### src/design/spc_pkg.sv
package spc_pkg;

  // ----------------------------------------------------------------
  // register offsets
  // ----------------------------------------------------------------
  localparam logic [7:0] SPC_ADDR_SLEEP_CTRL = 8'h33;
  localparam logic [7:0] SPC_ADDR_MCU_CTRL = 8'h34;
  localparam logic [7:0] SPC_ADDR_PR_ZERO = 8'h35;
  localparam logic [7:0] SPC_ADDR_PR_ONE = 8'h36;
  localparam logic [7:0] SPC_ADDR_STATUS = 8'h37;

  // ----------------------------------------------------------------
  // field positions and reset values
  // ----------------------------------------------------------------
  localparam int SPC_SE_BIT = 0;
  localparam int SPC_MODE_LSB = 1;
  localparam int SPC_MODE_MSB = 3;
  localparam int SPC_DBG_DIS_BIT = 7;
  localparam int SPC_DET_SLEEP_BIT = 6;
  localparam int SPC_DET_UNLOCK_BIT = 5;
  localparam int SPC_PR0_TWO_WIRE_BIT = 7;
  localparam int SPC_PR0_TIMER2_BIT = 6;
  localparam int SPC_PR0_TIMER0_BIT = 5;
  localparam int SPC_PR0_SERIAL1_BIT = 4;
  localparam int SPC_PR0_TIMER1_BIT = 3;
  localparam int SPC_PR0_SPI_BIT = 2;
  localparam int SPC_PR0_SERIAL0_BIT = 1;
  localparam int SPC_PR0_CONV_BIT = 0;
  localparam int SPC_PR1_TIMER3_BIT = 0;
  localparam logic [3:0] SPC_SLEEP_CTRL_RST = 4'h0;
  localparam logic [7:0] SPC_PR_RST = 8'h00;

  // ----------------------------------------------------------------
  // timing counts in clock cycles
  // ----------------------------------------------------------------
  localparam logic [2:0] SPC_UNLOCK_CYC = 3'h4;
  localparam logic [2:0] SPC_DET_DELAY_CYC = 3'h3;
  localparam logic [2:0] SPC_DET_ACTIVE_CYC = 3'h3;
  localparam logic [2:0] SPC_DET_TOTAL_CYC = 3'(SPC_DET_DELAY_CYC + SPC_DET_ACTIVE_CYC);
  localparam int SPC_STBY_WAKE_CYC = 6;
  localparam int SPC_WAKE_HOLD_CYC = 4;

  // ----------------------------------------------------------------
  // types
  // ----------------------------------------------------------------
  typedef enum logic [2:0] {
    SPC_MODE_IDLE = 3'h0,
    SPC_MODE_NOISE = 3'h1,
    SPC_MODE_PDOWN = 3'h2,
    SPC_MODE_PSAVE = 3'h3,
    SPC_MODE_STBY = 3'h6,
    SPC_MODE_XSTBY = 3'h7
  } spc_mode_e;

  typedef enum logic [2:0] {
    SPC_ST_RUN = 3'b001,
    SPC_ST_SLEEP = 3'b010,
    SPC_ST_WAKE = 3'b100
  } spc_state_e;

  typedef struct packed {
    logic two_wire;
    logic timer2;
    logic timer0;
    logic serial1;
    logic timer1;
    logic spi;
    logic serial0;
    logic converter;
    logic timer3;
  } spc_gate_s;

  typedef struct packed {
    logic cpu_clk_en;
    logic io_clk_en;
    logic conv_clk_en;
    logic osc_en;
  } spc_sleep_s;

endpackage

### src/design/spc_sleep_power_control.sv
`timescale 1ns/1ps
// Notes on behaviour
// - mode field bits 3..1: idle, noise, power-down, save, standby, ext standby
// - sleep request enters sleep only while sleep enable bit 0 is one
// - sleep control at 0x33, upper four bits read zero, resets to zero
// - detector sleep set by unlock write then set write within four cycles
// - detector sleep active three cycles after set, cleared three cycles later
// - detector off for a sleep only if sleep taken while detector sleep active
// - power reduction one bit 0 stops timer 3, clear resumes it
// - power reduction zero bit 7 stops two-wire clock; software reinitialises
// - bit 6 stops timer 2 only when timer 2 runs synchronously
// - bits 5 and 3 stop timers 0 and 1, clear resumes them
// - bits 4 and 1 stop serial ports 1 and 0
// - bit 2 stops the spi clock
// - bit 0 shuts the converter; software disables converter first
// - comparator kept off converter mux while converter is shut down
// - input buffers off when io and converter clocks stop, wake pins kept
// - converter stays on in sleep; next conversion after re-power is extended
// - comparator off in deeper sleep unless it uses the internal reference
// - reference on only for detector, comparator reference or converter
// - enabled watchdog keeps running in every sleep mode
// - fused detector stays on in sleep unless detector sleep turned it off
// - enabled debug system keeps main oscillator running; disable bit stops it
// - interrupt wake holds core four cycles beyond start-up time
// - stopped peripheral frozen, its registers not accessible
// - standby modes resume six cycles after wake condition
module spc_sleep_power_control
  import spc_pkg::*;
#(
  parameter int NUM_PINS = 8,
  parameter int STARTUP_CYCLES = 16
) (
  input wire logic core_clk_in,
  input wire logic resetn_in,
  input wire logic ce_in,
  input wire logic [7:0] addr_in,
  input wire logic [7:0] wr_data_in,
  input wire logic wr_strobe_in,
  input wire logic rd_strobe_in,
  output logic [7:0] rd_data_out,
  input wire logic sleep_req_in,
  input wire logic wake_in,
  input wire logic timer2_async_select_in,
  input wire logic brown_out_level_fuse_in,
  input wire logic debug_enable_fuse_in,
  input wire logic scan_port_enable_fuse_in,
  input wire logic watchdog_enable_in,
  input wire logic converter_enable_in,
  input wire logic comparator_enable_in,
  input wire logic comparator_uses_ref_in,
  input wire logic conversion_start_in,
  input wire logic [NUM_PINS-1:0] wake_pin_mask_in,
  output logic core_halt_out,
  output logic sleeping_out,
  output spc_sleep_s sleep_clk_out,
  output spc_gate_s gate_out,
  output logic [NUM_PINS-1:0] input_buffer_en_out,
  output logic converter_power_out,
  output logic extended_conversion_out,
  output logic comparator_power_out,
  output logic comparator_mux_block_out,
  output logic reference_on_out,
  output logic watchdog_run_out,
  output logic bod_on_out,
  output logic debug_active_out
);

  localparam int WAKE_LONG_CYC = STARTUP_CYCLES + SPC_WAKE_HOLD_CYC;
  localparam int WAKE_W = $clog2(WAKE_LONG_CYC + 1);

  // ----------------------------------------------------------------
  // register state
  // ----------------------------------------------------------------
  logic [3:0] sleep_ctrl_r;
  logic debug_disable_r;
  logic [2:0] unlock_cnt_r;
  logic [2:0] det_cnt_r;
  logic [7:0] pr_zero_r;
  logic pr_one_r;
  spc_state_e state_r;
  logic [2:0] sleep_mode_r;
  logic det_off_r;
  logic [WAKE_W-1:0] wake_cnt_r;
  logic halt_r;
  logic conv_prev_r;
  logic ext_conv_r;

  logic [2:0] mode_sel;
  logic mode_valid;
  logic det_active;
  logic unlock_open;
  logic wr_mcu;
  logic sleep_take;
  logic deep_sleep;
  logic asleep;
  logic conv_pwr;
  logic cmp_pwr;
  logic dbg_active;
  spc_sleep_s clk_nxt;
  spc_gate_s gate_nxt;

  assign mode_sel = sleep_ctrl_r[SPC_MODE_MSB:SPC_MODE_LSB];
  assign unlock_open = (unlock_cnt_r != 3'h0);
  assign det_active = (det_cnt_r != 3'h0) && (det_cnt_r <= SPC_DET_ACTIVE_CYC);
  assign wr_mcu = wr_strobe_in && (addr_in == SPC_ADDR_MCU_CTRL);

  // reserved selector codes are not valid sleep modes
  always_comb begin
    case (mode_sel)
      SPC_MODE_IDLE, SPC_MODE_NOISE, SPC_MODE_PDOWN,
      SPC_MODE_PSAVE, SPC_MODE_STBY, SPC_MODE_XSTBY: mode_valid = 1'b1;
      default: mode_valid = 1'b0;
    endcase
  end

  // a sleep pulse is honoured only with enable set and a valid mode
  assign sleep_take = sleep_req_in && sleep_ctrl_r[SPC_SE_BIT] && mode_valid
                      && (state_r == SPC_ST_RUN);

  // ----------------------------------------------------------------
  // register writes
  // ----------------------------------------------------------------
  // sleep control: only low four bits are storage
  always_ff @(posedge core_clk_in or negedge resetn_in) begin
    if (!resetn_in) begin
      sleep_ctrl_r <= SPC_SLEEP_CTRL_RST;
    end else if (ce_in && wr_strobe_in && addr_in == SPC_ADDR_SLEEP_CTRL) begin
      sleep_ctrl_r <= wr_data_in[3:0];
    end
  end

  // debug disable bit
  always_ff @(posedge core_clk_in or negedge resetn_in) begin
    if (!resetn_in) begin
      debug_disable_r <= 1'b0;
    end else if (ce_in && wr_mcu) begin
      debug_disable_r <= wr_data_in[SPC_DBG_DIS_BIT];
    end
  end

  // unlock window opened by writing both detector bits to one
  always_ff @(posedge core_clk_in or negedge resetn_in) begin
    if (!resetn_in) begin
      unlock_cnt_r <= 3'h0;
    end else if (ce_in) begin
      if (wr_mcu && wr_data_in[SPC_DET_SLEEP_BIT] && wr_data_in[SPC_DET_UNLOCK_BIT]) begin
        unlock_cnt_r <= SPC_UNLOCK_CYC;
      end else if (unlock_open) begin
        unlock_cnt_r <= unlock_cnt_r - 3'h1;
      end
    end
  end

  // detector sleep: delay phase, active phase, then self clear
  always_ff @(posedge core_clk_in or negedge resetn_in) begin
    if (!resetn_in) begin
      det_cnt_r <= 3'h0;
    end else if (ce_in) begin
      if (wr_mcu && unlock_open && wr_data_in[SPC_DET_SLEEP_BIT]
          && !wr_data_in[SPC_DET_UNLOCK_BIT]) begin
        det_cnt_r <= SPC_DET_TOTAL_CYC;
      end else if (det_cnt_r != 3'h0) begin
        det_cnt_r <= det_cnt_r - 3'h1;
      end
    end
  end

  // power reduction registers
  always_ff @(posedge core_clk_in or negedge resetn_in) begin
    if (!resetn_in) begin
      pr_zero_r <= SPC_PR_RST;
      pr_one_r <= 1'b0;
    end else if (ce_in && wr_strobe_in) begin
      if (addr_in == SPC_ADDR_PR_ZERO) begin
        pr_zero_r <= wr_data_in;
      end
      if (addr_in == SPC_ADDR_PR_ONE) begin
        pr_one_r <= wr_data_in[SPC_PR1_TIMER3_BIT];
      end
    end
  end

  // read data, valid only in the cycle after the strobe
  always_ff @(posedge core_clk_in or negedge resetn_in) begin
    if (!resetn_in) begin
      rd_data_out <= 8'h00;
    end else if (ce_in) begin
      rd_data_out <= 8'h00;
      if (rd_strobe_in) begin
        case (addr_in)
          SPC_ADDR_SLEEP_CTRL: rd_data_out <= {4'h0, sleep_ctrl_r};
          SPC_ADDR_MCU_CTRL: rd_data_out <= {debug_disable_r, (det_cnt_r != 3'h0),
                                             unlock_open, 5'h00};
          SPC_ADDR_PR_ZERO: rd_data_out <= pr_zero_r;
          SPC_ADDR_PR_ONE: rd_data_out <= {7'h00, pr_one_r};
          SPC_ADDR_STATUS: rd_data_out <= {state_r == SPC_ST_SLEEP, state_r == SPC_ST_WAKE,
                                           det_off_r, det_active, 1'b0, sleep_mode_r};
          default: rd_data_out <= 8'h00;
        endcase
      end
    end
  end

  // ----------------------------------------------------------------
  // sleep sequencer
  // ----------------------------------------------------------------
  always_ff @(posedge core_clk_in or negedge resetn_in) begin
    if (!resetn_in) begin
      state_r <= SPC_ST_RUN;
      sleep_mode_r <= 3'h0;
      det_off_r <= 1'b0;
      wake_cnt_r <= '0;
      halt_r <= 1'b0;
    end else if (ce_in) begin
      case (state_r)
        SPC_ST_RUN: begin
          if (sleep_take) begin
            state_r <= SPC_ST_SLEEP;
            sleep_mode_r <= mode_sel;
            det_off_r <= det_active;
            halt_r <= 1'b1;
          end
        end
        SPC_ST_SLEEP: begin
          if (wake_in) begin
            state_r <= SPC_ST_WAKE;
            det_off_r <= 1'b0;
            if (sleep_mode_r == SPC_MODE_STBY || sleep_mode_r == SPC_MODE_XSTBY) begin
              wake_cnt_r <= WAKE_W'(SPC_STBY_WAKE_CYC);
            end else begin
              wake_cnt_r <= WAKE_W'(WAKE_LONG_CYC);
            end
          end
        end
        SPC_ST_WAKE: begin
          if (wake_cnt_r == WAKE_W'(1)) begin
            state_r <= SPC_ST_RUN;
            halt_r <= 1'b0;
          end else begin
            wake_cnt_r <= wake_cnt_r - WAKE_W'(1);
          end
        end
        default: begin
          state_r <= SPC_ST_RUN;
          halt_r <= 1'b0;
        end
      endcase
    end
  end

  // ----------------------------------------------------------------
  // clock and power decisions
  // ----------------------------------------------------------------
  assign asleep = (state_r == SPC_ST_SLEEP);
  assign deep_sleep = asleep && (sleep_mode_r != SPC_MODE_IDLE)
                      && (sleep_mode_r != SPC_MODE_NOISE);
  assign dbg_active = debug_enable_fuse_in && scan_port_enable_fuse_in
                      && !debug_disable_r;
  assign conv_pwr = converter_enable_in && !pr_zero_r[SPC_PR0_CONV_BIT];
  assign cmp_pwr = comparator_enable_in && (!deep_sleep || comparator_uses_ref_in);

  // sleep clock domains per mode
  always_comb begin
    clk_nxt.cpu_clk_en = !asleep;
    clk_nxt.io_clk_en = !asleep || sleep_mode_r == SPC_MODE_IDLE;
    clk_nxt.conv_clk_en = !asleep || sleep_mode_r == SPC_MODE_IDLE
                          || sleep_mode_r == SPC_MODE_NOISE;
    clk_nxt.osc_en = !deep_sleep || sleep_mode_r == SPC_MODE_STBY
                     || sleep_mode_r == SPC_MODE_XSTBY || dbg_active;
  end

  // peripheral clock gates; a stopped peripheral is frozen and not accessible
  always_comb begin
    gate_nxt.two_wire = !pr_zero_r[SPC_PR0_TWO_WIRE_BIT];
    gate_nxt.timer2 = !(pr_zero_r[SPC_PR0_TIMER2_BIT] && !timer2_async_select_in);
    gate_nxt.timer0 = !pr_zero_r[SPC_PR0_TIMER0_BIT];
    gate_nxt.serial1 = !pr_zero_r[SPC_PR0_SERIAL1_BIT];
    gate_nxt.timer1 = !pr_zero_r[SPC_PR0_TIMER1_BIT];
    gate_nxt.spi = !pr_zero_r[SPC_PR0_SPI_BIT];
    gate_nxt.serial0 = !pr_zero_r[SPC_PR0_SERIAL0_BIT];
    gate_nxt.converter = !pr_zero_r[SPC_PR0_CONV_BIT];
    gate_nxt.timer3 = !pr_one_r;
  end

  // registered outputs
  always_ff @(posedge core_clk_in or negedge resetn_in) begin
    if (!resetn_in) begin
      sleep_clk_out <= '1;
      gate_out <= '1;
      core_halt_out <= 1'b0;
      sleeping_out <= 1'b0;
      converter_power_out <= 1'b0;
      comparator_power_out <= 1'b0;
      comparator_mux_block_out <= 1'b0;
      reference_on_out <= 1'b0;
      watchdog_run_out <= 1'b0;
      bod_on_out <= 1'b0;
      debug_active_out <= 1'b0;
    end else if (ce_in) begin
      sleep_clk_out <= clk_nxt;
      gate_out <= gate_nxt;
      core_halt_out <= halt_r;
      sleeping_out <= asleep;
      converter_power_out <= conv_pwr;
      comparator_power_out <= cmp_pwr;
      comparator_mux_block_out <= pr_zero_r[SPC_PR0_CONV_BIT];
      reference_on_out <= (brown_out_level_fuse_in && !(asleep && det_off_r))
                          || (cmp_pwr && comparator_uses_ref_in) || conv_pwr;
      watchdog_run_out <= watchdog_enable_in;
      bod_on_out <= brown_out_level_fuse_in && !(asleep && det_off_r);
      debug_active_out <= dbg_active;
    end
  end

  // input buffers per pin, wake pins stay enabled
  genvar gi;
  generate
    for (gi = 0; gi < NUM_PINS; gi++) begin : g_pin
      always_ff @(posedge core_clk_in or negedge resetn_in) begin
        if (!resetn_in) begin
          input_buffer_en_out[gi] <= 1'b1;
        end else if (ce_in) begin
          input_buffer_en_out[gi] <= !(deep_sleep && !clk_nxt.io_clk_en
                                       && !clk_nxt.conv_clk_en) || wake_pin_mask_in[gi];
        end
      end
    end
  endgenerate

  // extended conversion flag: set on re-power, cleared by a conversion start
  always_ff @(posedge core_clk_in or negedge resetn_in) begin
    if (!resetn_in) begin
      conv_prev_r <= 1'b0;
      ext_conv_r <= 1'b0;
    end else if (ce_in) begin
      conv_prev_r <= conv_pwr;
      if (conv_pwr && !conv_prev_r) begin
        ext_conv_r <= 1'b1;
      end else if (conversion_start_in) begin
        ext_conv_r <= 1'b0;
      end
    end
  end

  assign extended_conversion_out = ext_conv_r;
endmodule

### config.mk
export PLATFORM = sky130hd
export DESIGN_NAME = spc_sleep_power_control
export DESIGN_NICKNAME = d
export VERILOG_FILES = /design/src/design/spc_pkg.sv /design/src/design/spc_sleep_power_control.sv
export SDC_FILE = /design/constraint.sdc
export NUM_CORES = 1
export LEC_CHECK = 0
export BUFFER_PORTS_ARGS = -buffer_cell sky130_fd_sc_hd__buf_2
export CORE_MARGIN = 8
export CORE_UTILIZATION = 55
export CTS_BUF_LIST = sky130_fd_sc_hd__clkbuf_16
export DETAILED_ROUTE_END_ITERATION = 7
export PLACE_DENSITY = 0.78
export SYNTH_ARGS = -nofsm -noshare
export SYNTH_HDL_FRONTEND = slang
export SYNTH_SLANG_ARGS = --single-unit
### constraint.sdc
create_clock -name core_clk_in -period 2.6 [get_ports core_clk_in]
set_clock_uncertainty 0.2 [all_clocks]
set_input_delay 0.78 -clock core_clk_in [delete_from_list [all_inputs] [get_ports core_clk_in]]
set_output_delay 0.78 -clock core_clk_in [all_outputs]
set_load 0.02 [all_outputs]
==> impl_metrics.csv, run 1 <==
group,metric,value,unit
yosys,netlist_area,3557,sq um
run_status,outcome,"complete, no violations",
cts,cts_buffers,9,
pwr,cellLeakagePower,0.002099,uW
route,drc,0,
sta,finalHoldViolCount,0,
cells_and_area,seqCellArea,1829,sq um
grt,grt_pass1_vias,2800,
grt,grt_max_degree,33,
place,place_ws,0.1684,ns
route,via_per_inst,5.660,
yosys,synth_edf_count,0,
cts,cts_tree,"yes",
cts,cts.path.max_buffers,2,
sta,setup_viol,0,
yosys,synth_compound_area_frac,0.1333,
yosys,syn_nets,365,
route,drtIter0Drc,86,
die,dieArea,9297,sq um
yosys,synthSimpleGateAreaFrac,0.1463,
die,die-height,96.42,um
yosys,synthDistinctLibCells,62,
die,row_count,29,
yosys,synthCells,318,
yosys,synth_seq_cells,72,
cells_and_area,area_delta_synth_final,22.83,%
worst_setup_path,critPathRequiredTime,2.63,ns
cells_and_area,fin_cells,482,
sta,period_share,0.8102,
place,dp_cells,466,
worst_setup_path,worstReg2RegEnd,"input_buffer_en_out[7]",
worst_setup_path,reg2reg_depth,3,
worst_setup_path,crit_fanout,6,
cts,cts.root.buffer_cell,"clkbuf_16",
worst_setup_path,critPathSlowestCell,"nor3b_2",
die,start_util,0.5634,
place,dp_hpwl,6.051,mm
yosys,synth_top_family_by_area,"simple AND/OR/NAND/NOR gates",
worst_setup_path,r2r_start,"state_r[1]",
yosys,synth_top_area_share,0.3517,
yosys,synth_mux_area_frac,0.1235,
place,io_buffers,78,
grt,grt_pass1_wl,13.56,mm
route,vias,2728,
cells_and_area,finish.utilization,0.6920,
worst_setup_path,cp_top_family,"simple AND/OR/NAND/NOR gates",
pwr,peakVddDrop,473.2,uV
yosys,synthXorXnorAreaFrac,0.004924,
cells_and_area,fill_cells,484,
worst_setup_path,cp-start-kind,"input pin",
yosys,ys_seq_area_frac,0.5142,
die,chipWidth,96.42,um
pwr,power.density,691.6,nW/um^2
sta,fmax,474.7,MHz
yosys,ys_warn_count,0,
cts,clkLatencyLatePin,0.34,ns
worst_setup_path,cp.buffers_inverters,1,
cells_and_area,drive_gt1_frac,0.3951,
cts,cts.htree.levels,3,
worst_setup_path,critPathKind,"input pin to register",
cts,cts.clk_slew.worst_paths,0.06,ns
place,place_congestion,0.8561,
sta,tightest_slew,0.5653,ns
grt,overflow,0,
yosys,synthAdderAreaFrac,0.02462,
sta,setup_ws,0.4936,ns
yosys,ys.flop_type,"dfrtp_1",
route,ant_nets,0,
cells_and_area,layout.nets,447,
route,wl_per_cell,17.20,um
worst_setup_path,worstPathArrival,2.14,ns
yosys,syn_avg_cell_area,11.19,sq um
cells_and_area,multi_input_area,1539,sq um
cells_and_area,final_common_cell,"buf_2",
cells_and_area,layout_common_cells,"78 x buf_2, 50 x dfrtp_1, 32 x inv_1",
worst_setup_path,cp-end-kind,"register",
min_path,hold_class,"input pin to async pin",
sta,timing.setup.tns,0,ns
cts,post_cts_buffers,0,
worst_setup_path,critPathMaxStageDelay,0.42,ns
cts,post_cts_resized,0,
grt,track_usage,0.1897,
sta,rsz0062_at_grt,"no",
cts,ctsHoldBuffers,0,
flow_run,cap_viol_max_count,0,
sta,min_period,2.106,ns
route,firstDrtPassIters,4,
worst_setup_path,reg2reg_slack,0.54,ns
yosys,synth.area.top_cells,"dfrtp_1 35%, dfstp_2 16%, mux2_2 8.5%",
yosys,async_reset_ff_frac,1.000,
die,core_area,6314,sq um
worst_setup_path,cp_cell_sequence,"buf_2 > nor3b_2 > and3b_1 > nand4_1 > o32ai_1",
cts,clock-sinks,72,
route,postRouteWirelength,8.292,mm
grt,antenna_found_initial,0,
sta,drv_slew,0,
cells_and_area,num_antenna_cells,0,
yosys,yosysTopAreaCell,"dfrtp_1",
die,io_pins,79,
sta,relSlewSlack,0.6232,
==> per-stage QoR <==
step,instance area [sq um],hold slack [ns],total power [uW]
final,4369,0.2301,3022
after global routing,4369,0.2677,3141
after CTS,4369,0.2369,3033
after detailed placement,4056,0.2370,1732
after global placement,4056,0.2344,1711
after floorplan,3557,0.2044,1573
==> cells in the mapped netlist (7+ instances only) <==
cell type  instances
ha_1               7
nand2_1           14
nor2_1            16
dfstp_2           22
dfrtp_1           50
mux2i_1           12
o22ai_1            7
inv_1             31
nor2b_1           10
a21oi_1           10
o22a_1            10
o21ai_0            8
mux2_2            27
==> layout make-up <==
class                      count  share of cell area
sequential                    72              0.4187
multi-input combinational    200              0.3522
timing repair buffer          86              0.1088
clock buffer                   9             0.05155
inverter                      31             0.02663
tap                           77             0.02205
clock inverter                 7             0.02005
==> metal layers <==
metal	track usage	routed length, um	up-vias	share of wire
met3	0.05564	599	17	0.072
met1	0.2431	3740	1307	0.45
li1	-	-	1313	-
met4	0.09332	180	0	0.022
met2	0.2883	3770	91	0.45
met5	0	0	-	0
==> flip-flops by register name, summed over array words and instances (netlist names), 3 cells and up <==
name	flops
sleep_clk_out	4
sleep_ctrl_r	4
sleep_mode_r	3
det_cnt_r	3
state_r	3
pr_zero_r	8
rd_data_out	8
gate_out	9
input_buffer_en_out	8
unlock_cnt_r	3
wake_cnt_r	5
==> how the worst max path moves through the flow <==
stage	startpoint	slack, ns	endpoint	cells past startpoint
6_report	addr_in[3]	0.49	rd_data_out[4]	5
3_3_place_gp	addr_in[3]	0.22	sleep_ctrl_r[0]	5
3_5_place_dp	addr_in[3]	0.17	sleep_ctrl_r[0]	5
4_1_cts	addr_in[3]	0.50	sleep_ctrl_r[3]	5
2_1_floorplan	ce_in	0.40	sleep_ctrl_r[0]	5
5_1_grt	state_r[1]	0.39	input_buffer_en_out[0]	3
==> power by group <==
part / internal [uW] / leakage, uW / total (uW) / switching [uW]
Clock: 831 / 0.000150 / 1310 / 475
Combinational: 196 / 0.00107 / 446 / 250
Sequential: 1210 / 0.000878 / 1270 / 62.3
Total: 2230 / 0.00210 / 3020 / 787
==> cell families (layout without fill, tap and decap cells) <==
logic type      count (synthesis)  in the layout
mux                            40             40
xor+xnor                        2              2
flops                          72             72
compound gates                 67             67
fa+ha+maj                       7              7
buf+inv                        46            133
simple gates                   84             84
Power figures use the tool's default switching activity.
==> inputs of run 2 (changes only) <==
--- a/config.mk
+++ b/config.mk
@@ -7,10 +7,10 @@
 export LEC_CHECK = 0
 export BUFFER_PORTS_ARGS = -buffer_cell sky130_fd_sc_hd__buf_2
 export CORE_MARGIN = 8
-export CORE_UTILIZATION = 55
+export CORE_UTILIZATION = 49
 export CTS_BUF_LIST = sky130_fd_sc_hd__clkbuf_16
 export DETAILED_ROUTE_END_ITERATION = 7
-export PLACE_DENSITY = 0.78
+export PLACE_DENSITY = 0.73
 export SYNTH_ARGS = -nofsm -noshare
 export SYNTH_HDL_FRONTEND = slang
 export SYNTH_SLANG_ARGS = --single-unit
==> constraint.sdc (replaced) <==
create_clock -name core_clk_in -period 1.7 [get_ports core_clk_in]
set_clock_uncertainty 0.2 [all_clocks]
set_input_delay 0.51 -clock core_clk_in [delete_from_list [all_inputs] [get_ports core_clk_in]]
set_output_delay 0.51 -clock core_clk_in [all_outputs]
set_load 0.02 [all_outputs]
==> impl_metrics.csv, run 2 (synthesized netlist as in run 1, its figures left out) <==
group,metric,value,unit
run_status,outcome,"finished with violations",
run_status,violations,"hold timing, setup timing",
place,place_congestion,0.8605,
sta,rsz0062_at_grt,"yes",
grt,track_usage,0.1873,
die,start_util,0.4984,
die,row_count,31,
worst_setup_path,critPathKind,"register to register",
sta,finalHoldViolCount,2,
pwr,p_sw_frac,0.2755,
sta,timing.setup.tns,-0.1573,ns
sta,relSlewSlack,0.7472,
worst_setup_path,worstPathArrival,1.76,ns
grt,antenna_found_initial,0,
cts,cts_tree,"yes",
die,chipWidth,101.2,um
cells_and_area,largest_reg_flops,9,
cts,cts.clk_slew.worst_paths,0.06,ns
cells_and_area,area_delta_synth_final,44.39,%
die,dieArea,10240,sq um
worst_setup_path,cp-start-kind,"register",
sta,hold-worst-slack,-0.005408,ns
pwr,peakVddDrop,517.5,uV
sta,period_share,1.026,
route,ant_nets,0,
cells_and_area,final_common_cell,"buf_4",
route,drc,0,
cells_and_area,layout_common_cells,"62 x buf_4, 57 x buf_2, 49 x dfrtp_1",
worst_setup_path,reg2reg_slack,-0.04,ns
sta,setup_ws,-0.04374,ns
flow_run,cap_viol_max_count,0,
route,postRouteWirelength,9.671,mm
route,drtIter0Drc,117,
route,vias,3014,
route,firstDrtPassIters,4,
cells_and_area,num_antenna_cells,0,
cells_and_area,top_register,"gate_out",
sta,setup_viol,10,
worst_setup_path,critical_path.startpoint,"state_r[1]",
pwr,comb_power_share,0.195,
place,io_buffers,78,
pwr,p_switching,1311,uW
grt,grt_pass1_wl,15.10,mm
pwr,intPower,3449,uW
cells_and_area,drive_gt1_frac,0.5236,
sta,drv_slew,0,
sta,fmax,573.5,MHz
pwr,power.density,926.8,nW/um^2
cts,clkLatencyLatePin,0.34,ns
min_path,hold_class,"input pin to async pin",
worst_setup_path,critPathRequiredTime,1.72,ns
pwr,clkPwrFrac,0.396,
sta,min_period,1.744,ns
grt,grt_pass1_vias,3151,
cts,cts.htree.levels,3,
grt,overflow,0,
cts,clock-sinks,72,
grt,grt_max_degree,73,
die,core_area,7137,sq um
cts,ctsHoldBuffers,0,
sta,tightest_slew,0.3792,ns
place,dp_hpwl,6.665,mm
worst_setup_path,r2r_start,"state_r[1]",
cells_and_area,finish.utilization,0.7197,
die,io_pins,79,
worst_setup_path,crit_fanout,6,
route,via_per_inst,5.335,
die,die-height,101.2,um
worst_setup_path,cp-end-kind,"register",
cts,cts.root.buffer_cell,"clkbuf_16",
cells_and_area,layout.nets,508,
cts,cts.path.max_buffers,2,
cts,cts_buffers,9,
route,wl_per_cell,17.12,um
pwr,cellLeakagePower,0.002495,uW
pwr,sequentialPowerShare,0.410,
-- run 2: worst max-delay path, cell delays in order (launching register included) --
cell      delay, ns
dfrtp_1        0.45
or3b_4         0.40
and3_4         0.19
o21bai_1       0.14
mux2_4         0.25
-- run 2: through the flow --
stage                     setup WS (ns)  hold WS (ns)  power [uW]  cells  instance area (sq um)
after global routing            -0.1315       0.03207        4955    565                   5136
final                          -0.04374     -0.005408        4760    565                   5136
after global placement          -0.2924        0.2311        2697    532                   4432
after floorplan                 -0.2102       0.01441        2412    318                   3601
after CTS                      -0.01475       0.01345        4665    555                   4964
after detailed placement        -0.3023        0.2427        2737    532                   4432
-- run 2: worst paths after layout --
| check | endpoint | cells past startpoint |
|---|---|---|
| worst max-delay path | wake_cnt_r[1] | 4 |
| worst min-delay path | pr_zero_r[3] | 2 |
| max in group asynchronous | sleep_clk_out[2] | 2 |
| min in group core_clk_in | input_buffer_en_out[7] | 2 |
| worst max register to register | wake_cnt_r[1] | 4 |
| worst min register to register | gate_out[4] | 1 |
-- run 2: per-layer routing --
| metal | GRT usage | wire (um) | up-vias |
|---|---|---|---|
| met4 | 0.08820 | 209 | 0 |
| met1 | 0.2322 | 4242 | 1477 |
| li1 | - | - | 1423 |
| met3 | 0.03780 | 463 | 20 |
| met2 | 0.3067 | 4755 | 94 |
| met5 | 0 | 0 | - |
-- run 2: repair_timing --
item / in CTS / in global routing
gates resized for setup: 57 / 23
pin swaps: 6 / 18
endpoints found under the setup margin: 36 / 56
setup buffers: 7 / 10
-- run 2: power by group through the flow --
| stage | registers [uW] | logic, uW | clock network (uW) |
|---|---|---|---|
| CTS | 1940 | 821 | 1900 |
| global placement | 1960 | 740 | 0 |
| detailed placement | 1960 | 772 | 0 |
| finish | 1950 | 927 | 1880 |
| floorplan | 1980 | 436 | 0 |
| global route | 1960 | 1030 | 1960 |
-- run 2: final cells by class --
cell class,count,area [sq um]
Tap cell,99,123.9
Clock inverter,7,71.32
Inverter,31,116.4
Fill cell,532,2001
Sequential cell,72,1831
Timing Repair Buffer,147,1069
Multi-Input combinational cell,200,1700
Clock buffer,9,225.2
